`config.mk`:
```
export PLATFORM = sky130hd
export DESIGN_NAME = rmp_margin_regs
export DESIGN_NICKNAME = d
export VERILOG_FILES = /design/src/rmp_pkg.sv /design/src/rmp_regs_if.sv /design/src/rmp_margin_regs.sv /design/src/rmp_reg_store.sv
export VERILOG_INCLUDE_DIRS = /design/src
export SDC_FILE = /design/constraint.sdc
export NUM_CORES = 1
export LEC_CHECK = 0
export ABC_CLOCK_PERIOD_IN_PS = 15260
export BUFFER_PORTS_ARGS = -buffer_cell sky130_fd_sc_hd__buf_2
export CORE_MARGIN = 10
export CORE_UTILIZATION = 55
export CTS_CLUSTER_SIZE = 12
export DETAILED_ROUTE_END_ITERATION = 10
export PLACE_DENSITY = 0.88
export REMOVE_ABC_BUFFERS = 1
export SYNTH_ARGS = -nofsm -noshare
export SYNTH_HDL_FRONTEND = slang
export SYNTH_HIERARCHICAL = 1
export SYNTH_SLANG_ARGS = --single-unit
```
`constraint.sdc`:
```
create_clock -name sys_clk -period 15.26 [get_ports sys_clk]
set_input_delay 2.289 -clock sys_clk [delete_from_list [all_inputs] [get_ports sys_clk]]
set_output_delay 2.289 -clock sys_clk [all_outputs]
set_load 0.01 [all_outputs]
```
`src/rmp_consts.svh`:
```
`ifndef RMP_CONSTS_SVH
`define RMP_CONSTS_SVH

// Register offsets on the serial register port
`define RMP_ADDR_NB        8'h00
`define RMP_ADDR_CORE      8'h01
`define RMP_ADDR_PSAVE     8'h02
`define RMP_NUM_REGS       2'h3

// Initial states
`define RMP_RST_NB         8'h00
`define RMP_RST_CORE       8'h00
`define RMP_RST_PSAVE      8'h01

// Margining register fields
`define RMP_OVP_BIT        7
`define RMP_PGOOD_BIT      6
`define RMP_OFS_MSB        5
`define RMP_OFS_SIGN       5

// Power-save register fields
`define RMP_PS_RSVD_BIT    7
`define RMP_PS_OFS_DIS_BIT 6
`define RMP_PS_DROP_MSB    5
`define RMP_PS_DROP_LSB    4
`define RMP_PS_ADD_MSB     3
`define RMP_PS_ADD_LSB     2
`define RMP_PS_PH_MSB      1
`define RMP_PS_PH_LSB      0

// Voltages in mV
`define RMP_OFS_STEP_MV    14'sh0019
`define RMP_OVP_FLOOR_MV   14'sh0708
`define RMP_OVP_LO_MV      14'sh00FA
`define RMP_OVP_HI_MV      14'sh01F4
`define RMP_PG_UP_LO_MV    14'sh00FA
`define RMP_PG_UP_HI_MV    14'sh012C
`define RMP_PG_DN_LO_MV    14'sh012C
`define RMP_PG_DN_HI_MV    14'sh015E
`define RMP_PG_HYST_MV     14'sh0032

// Phase spacing in PWM cycles
`define RMP_SPACE_1        3'h1
`define RMP_SPACE_2        3'h2
`define RMP_SPACE_4        3'h4
`define RMP_SPACE_ALL      3'h0

`endif

```
`src/rmp_pkg.sv`:
```
package rmp_pkg;
  typedef logic [7:0]         rmp_byte_t;
  typedef logic signed [13:0] rmp_mv_t;
  typedef logic [11:0]        rmp_vref_t;
  typedef enum logic [1:0] {
    RMP_REG_NB,
    RMP_REG_CORE,
    RMP_REG_PSAVE,
    RMP_REG_NONE
  } rmp_reg_sel_t;
endpackage

```
`src/rmp_regs_if.sv`:
```
`timescale 1ns/1ps
interface rmp_regs_if;
  import rmp_pkg::*;
  logic         wr_en;
  rmp_reg_sel_t wr_sel;
  rmp_byte_t    wr_data;
  logic         apply;
  rmp_reg_sel_t rd_sel;
  rmp_byte_t    rd_data;
  rmp_byte_t    live_nb;
  rmp_byte_t    live_core;
  rmp_byte_t    live_psave;
  modport store (input wr_en, wr_sel, wr_data, apply, rd_sel,
                 output rd_data, live_nb, live_core, live_psave);
  modport ctrl  (output wr_en, wr_sel, wr_data, apply, rd_sel,
                 input rd_data, live_nb, live_core, live_psave);
endinterface

```
`src/rmp_margin_regs.sv`:
```
`timescale 1ns/1ps
`include "rmp_consts.svh"
module rmp_margin_regs (
  // Clock and reset
  input  wire logic              sys_clk,
  input  wire logic              rst,
  // Supply monitor pin, high while below falling threshold
  input  wire logic              supply_low,
  // Register port from the serial framing logic
  input  wire logic              reg_wr_en,
  input  wire logic [7:0]        reg_wr_addr,
  input  wire logic [7:0]        reg_wr_data,
  input  wire logic              reg_txn_done,
  input  wire logic [7:0]        reg_rd_addr,
  output logic [7:0]             reg_rd_data,
  // Regulator references and mode
  input  wire rmp_pkg::rmp_vref_t nb_vref_mv,
  input  wire rmp_pkg::rmp_vref_t core_vref_mv,
  input  wire logic              psave_active,
  // North-bridge operating parameters
  output rmp_pkg::rmp_mv_t       nb_target_mv,
  output rmp_pkg::rmp_mv_t       nb_ovp_mv,
  output rmp_pkg::rmp_mv_t       nb_pg_low_mv,
  output rmp_pkg::rmp_mv_t       nb_pg_low_rel_mv,
  // Core operating parameters
  output rmp_pkg::rmp_mv_t       core_target_mv,
  output rmp_pkg::rmp_mv_t       core_ovp_mv,
  output rmp_pkg::rmp_mv_t       core_pg_low_mv,
  output rmp_pkg::rmp_mv_t       core_pg_low_rel_mv,
  output rmp_pkg::rmp_mv_t       core_pg_high_mv,
  output rmp_pkg::rmp_mv_t       core_pg_high_rel_mv,
  // Power-save phase shedding
  output logic [1:0]             psave_phase_code,
  output logic [2:0]             psave_add_cycles,
  output logic [2:0]             psave_drop_cycles
);
  import rmp_pkg::*;

  rmp_regs_if rb ();

  // Supply monitor comes from the analog side, so synchronise it
  logic sync1_reg, sync1_next;
  logic sync2_reg, sync2_next;
  logic clr;

  // First stage may go metastable; only the second stage is read
  always_comb begin
    sync1_next = supply_low;
    sync2_next = sync1_reg;
  end

  // Synchroniser flops
  always_ff @(posedge sys_clk) begin
    sync1_reg <= sync1_next;
    sync2_reg <= sync2_next;
  end

  // Either source clears the bank; the supply path lags its pin by two clocks
  // Bytes landing during a clear are lost, which suits a failing supply
  assign clr = rst | sync2_reg;

  // Address decode
  function automatic rmp_reg_sel_t dec_addr(input logic [7:0] a);
    case (a)
      `RMP_ADDR_NB:    dec_addr = RMP_REG_NB;
      `RMP_ADDR_CORE:  dec_addr = RMP_REG_CORE;
      `RMP_ADDR_PSAVE: dec_addr = RMP_REG_PSAVE;
      default:         dec_addr = RMP_REG_NONE;
    endcase
  endfunction

  // Signed offset code to mV
  function automatic rmp_mv_t ofs_mv(input logic [5:0] c);
    rmp_mv_t e;
    e = {{8{c[`RMP_OFS_SIGN]}}, c};
    ofs_mv = e * `RMP_OFS_STEP_MV;
  endfunction

  // Spacing code to PWM cycles, zero meaning all phases at once
  function automatic logic [2:0] space_cyc(input logic [1:0] c);
    case (c)
      2'h0:    space_cyc = `RMP_SPACE_1;
      2'h1:    space_cyc = `RMP_SPACE_2;
      2'h2:    space_cyc = `RMP_SPACE_4;
      default: space_cyc = `RMP_SPACE_ALL;
    endcase
  endfunction

  // Overvoltage trip: floor or target plus margin, whichever greater
  function automatic rmp_mv_t ovp_mv(input rmp_mv_t tgt, input logic hi);
    rmp_mv_t t;
    t = tgt + (hi ? `RMP_OVP_HI_MV : `RMP_OVP_LO_MV);
    ovp_mv = (t > `RMP_OVP_FLOOR_MV) ? t : `RMP_OVP_FLOOR_MV;
  endfunction

  // Low power-good trip below target, widened by the window bit
  function automatic rmp_mv_t pg_low_mv(input rmp_mv_t tgt, input logic wide);
    pg_low_mv = tgt - (wide ? `RMP_PG_DN_HI_MV : `RMP_PG_DN_LO_MV);
  endfunction

  // Low trip releases one hysteresis step above its trip point
  function automatic rmp_mv_t pg_rel_mv(input rmp_mv_t trip);
    pg_rel_mv = trip + `RMP_PG_HYST_MV;
  endfunction

  // Byte port into the store
  assign rb.wr_en   = reg_wr_en;
  assign rb.wr_sel  = dec_addr(reg_wr_addr);
  assign rb.wr_data = reg_wr_data;
  assign rb.apply   = reg_txn_done;
  assign rb.rd_sel  = dec_addr(reg_rd_addr);

  // Staged and live register copies
  rmp_reg_store u_store (
    .sys_clk (sys_clk),
    .clr     (clr),
    .rb      (rb.store)
  );

  // Registered parameter outputs
  rmp_byte_t rd_reg, rd_next;
  rmp_mv_t   nb_tgt_reg, nb_tgt_next;
  rmp_mv_t   nb_ovp_reg, nb_ovp_next;
  rmp_mv_t   nb_pgl_reg, nb_pgl_next;
  rmp_mv_t   nb_pglr_reg, nb_pglr_next;
  rmp_mv_t   co_tgt_reg, co_tgt_next;
  rmp_mv_t   co_ovp_reg, co_ovp_next;
  rmp_mv_t   co_pgl_reg, co_pgl_next;
  rmp_mv_t   co_pglr_reg, co_pglr_next;
  rmp_mv_t   co_pgh_reg, co_pgh_next;
  rmp_mv_t   co_pghr_reg, co_pghr_next;
  logic [1:0] ph_reg, ph_next;
  logic [2:0] add_reg, add_next;
  logic [2:0] drop_reg, drop_next;

  // Derive operating thresholds from the live register copy
  always_comb begin
    rmp_mv_t nb_ref;
    rmp_mv_t co_ref;
    rmp_mv_t co_ofs;
    logic    nb_pgw;
    logic    co_pgw;
    nb_ref = rmp_mv_t'({2'h0, nb_vref_mv});
    co_ref = rmp_mv_t'({2'h0, core_vref_mv});
    nb_pgw = rb.live_nb[`RMP_PGOOD_BIT];
    co_pgw = rb.live_core[`RMP_PGOOD_BIT];
    co_ofs = ofs_mv(rb.live_core[`RMP_OFS_MSB:0]);
    // Offset can be dropped while shedding to save light-load power
    if (psave_active && rb.live_psave[`RMP_PS_OFS_DIS_BIT]) begin
      co_ofs = 14'sh0000;
    end
    rd_next      = rb.rd_data;
    nb_tgt_next  = nb_ref + ofs_mv(rb.live_nb[`RMP_OFS_MSB:0]);
    co_tgt_next  = co_ref + co_ofs;
    // Trip levels track the shifted target, not the raw reference
    nb_ovp_next  = ovp_mv(nb_tgt_next, rb.live_nb[`RMP_OVP_BIT]);
    co_ovp_next  = ovp_mv(co_tgt_next, rb.live_core[`RMP_OVP_BIT]);
    // Both rails trip low; only the core has a high trip
    nb_pgl_next  = pg_low_mv(nb_tgt_next, nb_pgw);
    co_pgl_next  = pg_low_mv(co_tgt_next, co_pgw);
    co_pgh_next  = co_tgt_next + (co_pgw ? `RMP_PG_UP_HI_MV : `RMP_PG_UP_LO_MV);
    // Release points sit inside the window to stop chatter
    nb_pglr_next = pg_rel_mv(nb_pgl_next);
    co_pglr_next = pg_rel_mv(co_pgl_next);
    co_pghr_next = co_pgh_next - `RMP_PG_HYST_MV;
    // Codes 10 and 11 pass through untouched to the phase controller
    ph_next   = rb.live_psave[`RMP_PS_PH_MSB:`RMP_PS_PH_LSB];
    add_next  = space_cyc(rb.live_psave[`RMP_PS_ADD_MSB:`RMP_PS_ADD_LSB]);
    drop_next = space_cyc(rb.live_psave[`RMP_PS_DROP_MSB:`RMP_PS_DROP_LSB]);
  end

  // Output pipeline, so every output leaves a flop
  always_ff @(posedge sys_clk) begin
    rd_reg      <= rd_next;
    nb_tgt_reg  <= nb_tgt_next;
    nb_ovp_reg  <= nb_ovp_next;
    nb_pgl_reg  <= nb_pgl_next;
    nb_pglr_reg <= nb_pglr_next;
    co_tgt_reg  <= co_tgt_next;
    co_ovp_reg  <= co_ovp_next;
    co_pgl_reg  <= co_pgl_next;
    co_pglr_reg <= co_pglr_next;
    co_pgh_reg  <= co_pgh_next;
    co_pghr_reg <= co_pghr_next;
    ph_reg      <= ph_next;
    add_reg     <= add_next;
    drop_reg    <= drop_next;
  end

  // Outputs straight from flops
  assign reg_rd_data         = rd_reg;
  assign nb_target_mv        = nb_tgt_reg;
  assign nb_ovp_mv           = nb_ovp_reg;
  assign nb_pg_low_mv        = nb_pgl_reg;
  assign nb_pg_low_rel_mv    = nb_pglr_reg;
  assign core_target_mv      = co_tgt_reg;
  assign core_ovp_mv         = co_ovp_reg;
  assign core_pg_low_mv      = co_pgl_reg;
  assign core_pg_low_rel_mv  = co_pglr_reg;
  assign core_pg_high_mv     = co_pgh_reg;
  assign core_pg_high_rel_mv = co_pghr_reg;
  assign psave_phase_code    = ph_reg;
  assign psave_add_cycles    = add_reg;
  assign psave_drop_cycles   = drop_reg;
endmodule

```
`src/rmp_reg_store.sv`:
```
`timescale 1ns/1ps
`include "rmp_consts.svh"
module rmp_reg_store (
  // Clock and clear
  input wire logic  sys_clk,
  input wire logic  clr,
  // Register traffic
  rmp_regs_if.store rb
);
  import rmp_pkg::*;

  rmp_byte_t stage_reg [3];
  rmp_byte_t stage_next [3];
  rmp_byte_t live_reg [3];
  rmp_byte_t live_next [3];
  rmp_byte_t rdat_reg;
  rmp_byte_t rdat_next;

  // Staged bytes take writes; live copy follows at end of transaction
  always_comb begin
    stage_next = stage_reg;
    live_next  = live_reg;
    rdat_next  = 8'h00;
    if (clr) begin
      stage_next[RMP_REG_NB]    = `RMP_RST_NB;
      stage_next[RMP_REG_CORE]  = `RMP_RST_CORE;
      stage_next[RMP_REG_PSAVE] = `RMP_RST_PSAVE;
      live_next     = stage_next;
    end else begin
      if (rb.wr_en && rb.wr_sel != RMP_REG_NONE) begin
        stage_next[rb.wr_sel] = rb.wr_data;
      end
      // Live update never stalls regulation, so default rewrites act at once
      if (rb.apply) begin
        live_next = stage_next;
      end
      // Unmapped reads return zero
      if (rb.rd_sel != RMP_REG_NONE) begin
        rdat_next = stage_next[rb.rd_sel];
      end
    end
  end

  always_ff @(posedge sys_clk) begin
    stage_reg <= stage_next;
    live_reg  <= live_next;
    rdat_reg  <= rdat_next;
  end

  assign rb.rd_data    = rdat_reg;
  assign rb.live_nb    = live_reg[RMP_REG_NB];
  assign rb.live_core  = live_reg[RMP_REG_CORE];
  assign rb.live_psave = live_reg[RMP_REG_PSAVE];
endmodule

```
==> flow_metrics.py <==
metrics = {
    "sta": {
        "rsz0062_at_grt": "no",
        "relSlewSlack_pct": 33.9,
        "fin_skew_ps": 14.9,
        "fin_crit_sh_pct": 41.4,
        "fin_setup_tns_ps": 0,
        "slew_violations": 0,
        "tightest_slew_ps": 977,
        "fin_crit_ps": 6320,
        "setup_violations": 0,
        "finalHoldViolCount": 0,
        "fmax_mhz": 158,
    },
    "finish": {
        "fin_nets": 1403,
        "drive_gt1_share_pct": 24.3,
        "largest_register_ffs": 24,
        "fin_util_pct": 65.7,
        "area_growth_pct": 17.6,
    },
    "clock_tree": {
        "cts.path.max_buffers": 3,
        "clkTransAtPathRegs_ps": 60,
        "postCtsSetupRepairBufs": 0,
        "cts.sinks": 205,
        "clk-insertion-delay-late_ps": 500,
        "tritoncts": "yes",
        "hold_buffers": 0,
        "cts-htree-levels": 1,
        "ctsResizeCount": 0,
        "cts_buffers": 22,
        "root_buffer": "clkbuf_16",
    },
    "die": {
        "rows": 50,
        "coreArea_sq_um": 18600,
        "ios": 210,
        "dieWidth_um": 158,
        "die-area_sq_um": 24800,
        "die_h_um": 158,
        "initial_core_util_pct": 55.9,
    },
    "power": {
        "p_seq_share_pct": 38.0,
        "p_switching_mw": 0.605,
        "p_clk_share_pct": 28.4,
        "p_leak_nw": 5.80,
        "p_comb_share_pct": 33.6,
        "power_density_nw_per_um2": 148,
        "p_sw_share_pct": 33.3,
        "internal_power_mw": 1.21,
        "irDropWorstVdd_v": 0.0000718,
    },
    "grt": {
        "overflow": 0,
        "antenna_found_initial": 3,
        "grt_pass1_vias": 8320,
        "grt_max_degree": 48,
        "grt_usage_pct": 19.9,
        "grt_pass1_wl_um": 41000,
    },
    "critical_path": {
        "critPathMaxStageDelay_ps": 630,
        "cp.arrival_ps": 6700,
        "crit_type": "in2reg",
        "worstRegToRegCells": 22,
        "r2r-end": "core_pg_high_rel_mv[12]",
        "crit_chain": "buf_2 -> nand2_1 -> and2_1 -> ha_1 -> fa_1 -> a211oi_1 -> nor2_1 -> nor2_1 -> ha_1 -> o21ai_1 -> nor3b_1 -> o21ai_0 -> a21oi_1 -> xnor2_1 -> nor4_1 -> nand4_1 -> xnor2_1",
        "startpoint_type": "input pin",
        "rrSetupSlack_ps": 9170,
        "cp.required_ps": 15640,
        "cp-end-kind": "flip-flop",
        "r2r_start": "u_store/rb.live_core[2]",
        "path_max_fanout": 7,
        "crit_end": "core_pg_low_rel_mv[13]",
        "critPathSlowestCell": "nor4_1",
        "worstSetupStartpoint": "psave_active",
    },
    "route": {
        "wire_per_inst_um": 17.3,
        "drtIter0Drc": 526,
        "viasPerCell": 5.54,
        "vias": 8241,
        "drc": 0,
        "ant_nets": 0,
        "drtPass1Iterations": 5,
        "drt_wl_total_um": 25700,
    },
    "flow_run": {
        "drv_cap": 0,
    },
    "synth": {
        "yosys_warnings": 6,
        "synth_cells": 1044,
        "syn_area_per_cell_sq_um": 9.97,
        "netlist_area_sq_um": 10400,
    },
    "place": {
        "dp_hpwl_um": 19900,
        "routabilityCongestion": 0.889,
        "port_buffers": 209,
    },
    "min_path": {
        "min_path_type": "reg2reg",
    },
    "run_status": {
        "status": "finished clean",
    },
}
-- critical path: cells and delay by family --
kind                       cells  cell delay, ps
buffers and inverters          1              90
and+or+nand+nor                7            1990
AOI/OAI and AO/OA              4            1030
adders and majority gates      3             970
xor gates and xnor gates       2             310
-- per-stage QoR --
stage | power [mW] | hold slack [ps] | area (sq um) | instances | setup slack, ps
CTS | 1.82 | 326 | 12200 | 1487 | 9070
global placement | 1.28 | 310 | 11500 | 1453 | 8780
global route | 1.91 | 334 | 12200 | 1487 | 8610
finish | 1.81 | 323 | 12200 | 1488 | 8940
detailed placement | 1.30 | 312 | 11500 | 1453 | 8560
floorplan | 1.08 | 310 | 10200 | 1009 | 9130
-- layout by cell type (no fill, tap or decap), types with 7 or more instances in the layout --
cell and n:
inv_1 81, nor3_1 18, clkbuf_16 23, o32ai_1 9, a21oi_1 42, or2_2 10
ha_1 88, nor4_1 8, fa_1 18, o21ai_1 13, nand3_1 10, a21o_1 17
a211oi_1 41, buf_2 209, nor2b_1 12, o21ai_0 22, and4b_1 10, o21a_1 10
nand2b_1 7, and4bb_2 8, dfxtp_1 205, nor2_1 100, and2_1 12, or3_1 7
xnor2_1 60, xor2_1 28, nand2_1 28, mux2i_1 12
-- layer usage --
layer  global-route usage, %  routed length, um
met5                       0                 21
met4                    6.59                699
met3                    4.86               1900
met2                    35.0              12500
met1                    23.2              10600
-- power by group through the flow --
stage | Sequential (mW) | Clock (mW) | Combinational, mW
floorplan | 0.756 | 0 | 0.323
global placement | 0.699 | 0 | 0.582
detailed placement | 0.699 | 0 | 0.602
CTS | 0.689 | 0.522 | 0.610
global route | 0.699 | 0.546 | 0.667
finish | 0.689 | 0.515 | 0.610
-- final cells by class --
type / count / area (sq um)
fill: 1440 / 6400
timing repair buffer: 210 / 1050
antenna: 1 / 2.50
inverter: 86 / 328
clock buffer: 30 / 622
sequential: 205 / 4100
tap: 234 / 293
multi-input combinational: 718 / 5770
clock inverter: 4 / 70.1
-- how the worst min path moves through the flow --
| stage | start | endpoint | slack (ps) | cells after the start |
|---|---|---|---|---|
| after CTS | u_store/rb.rd_data[1] | reg_rd_data[1] | 330 | 0 |
| after global placement | sync1_reg | sync2_reg | 310 | 0 |
| after detailed placement | u_store/rb.rd_data[1] | reg_rd_data[1] | 310 | 0 |
| after global routing | u_store/rb.rd_data[6] | reg_rd_data[6] | 330 | 0 |
| final | u_store/rb.rd_data[3] | reg_rd_data[3] | 320 | 0 |
| after floorplan | u_store/rb.rd_data[0] | reg_rd_data[0] | 310 | 0 |
Note: power is estimated with default switching activity, not from simulation.
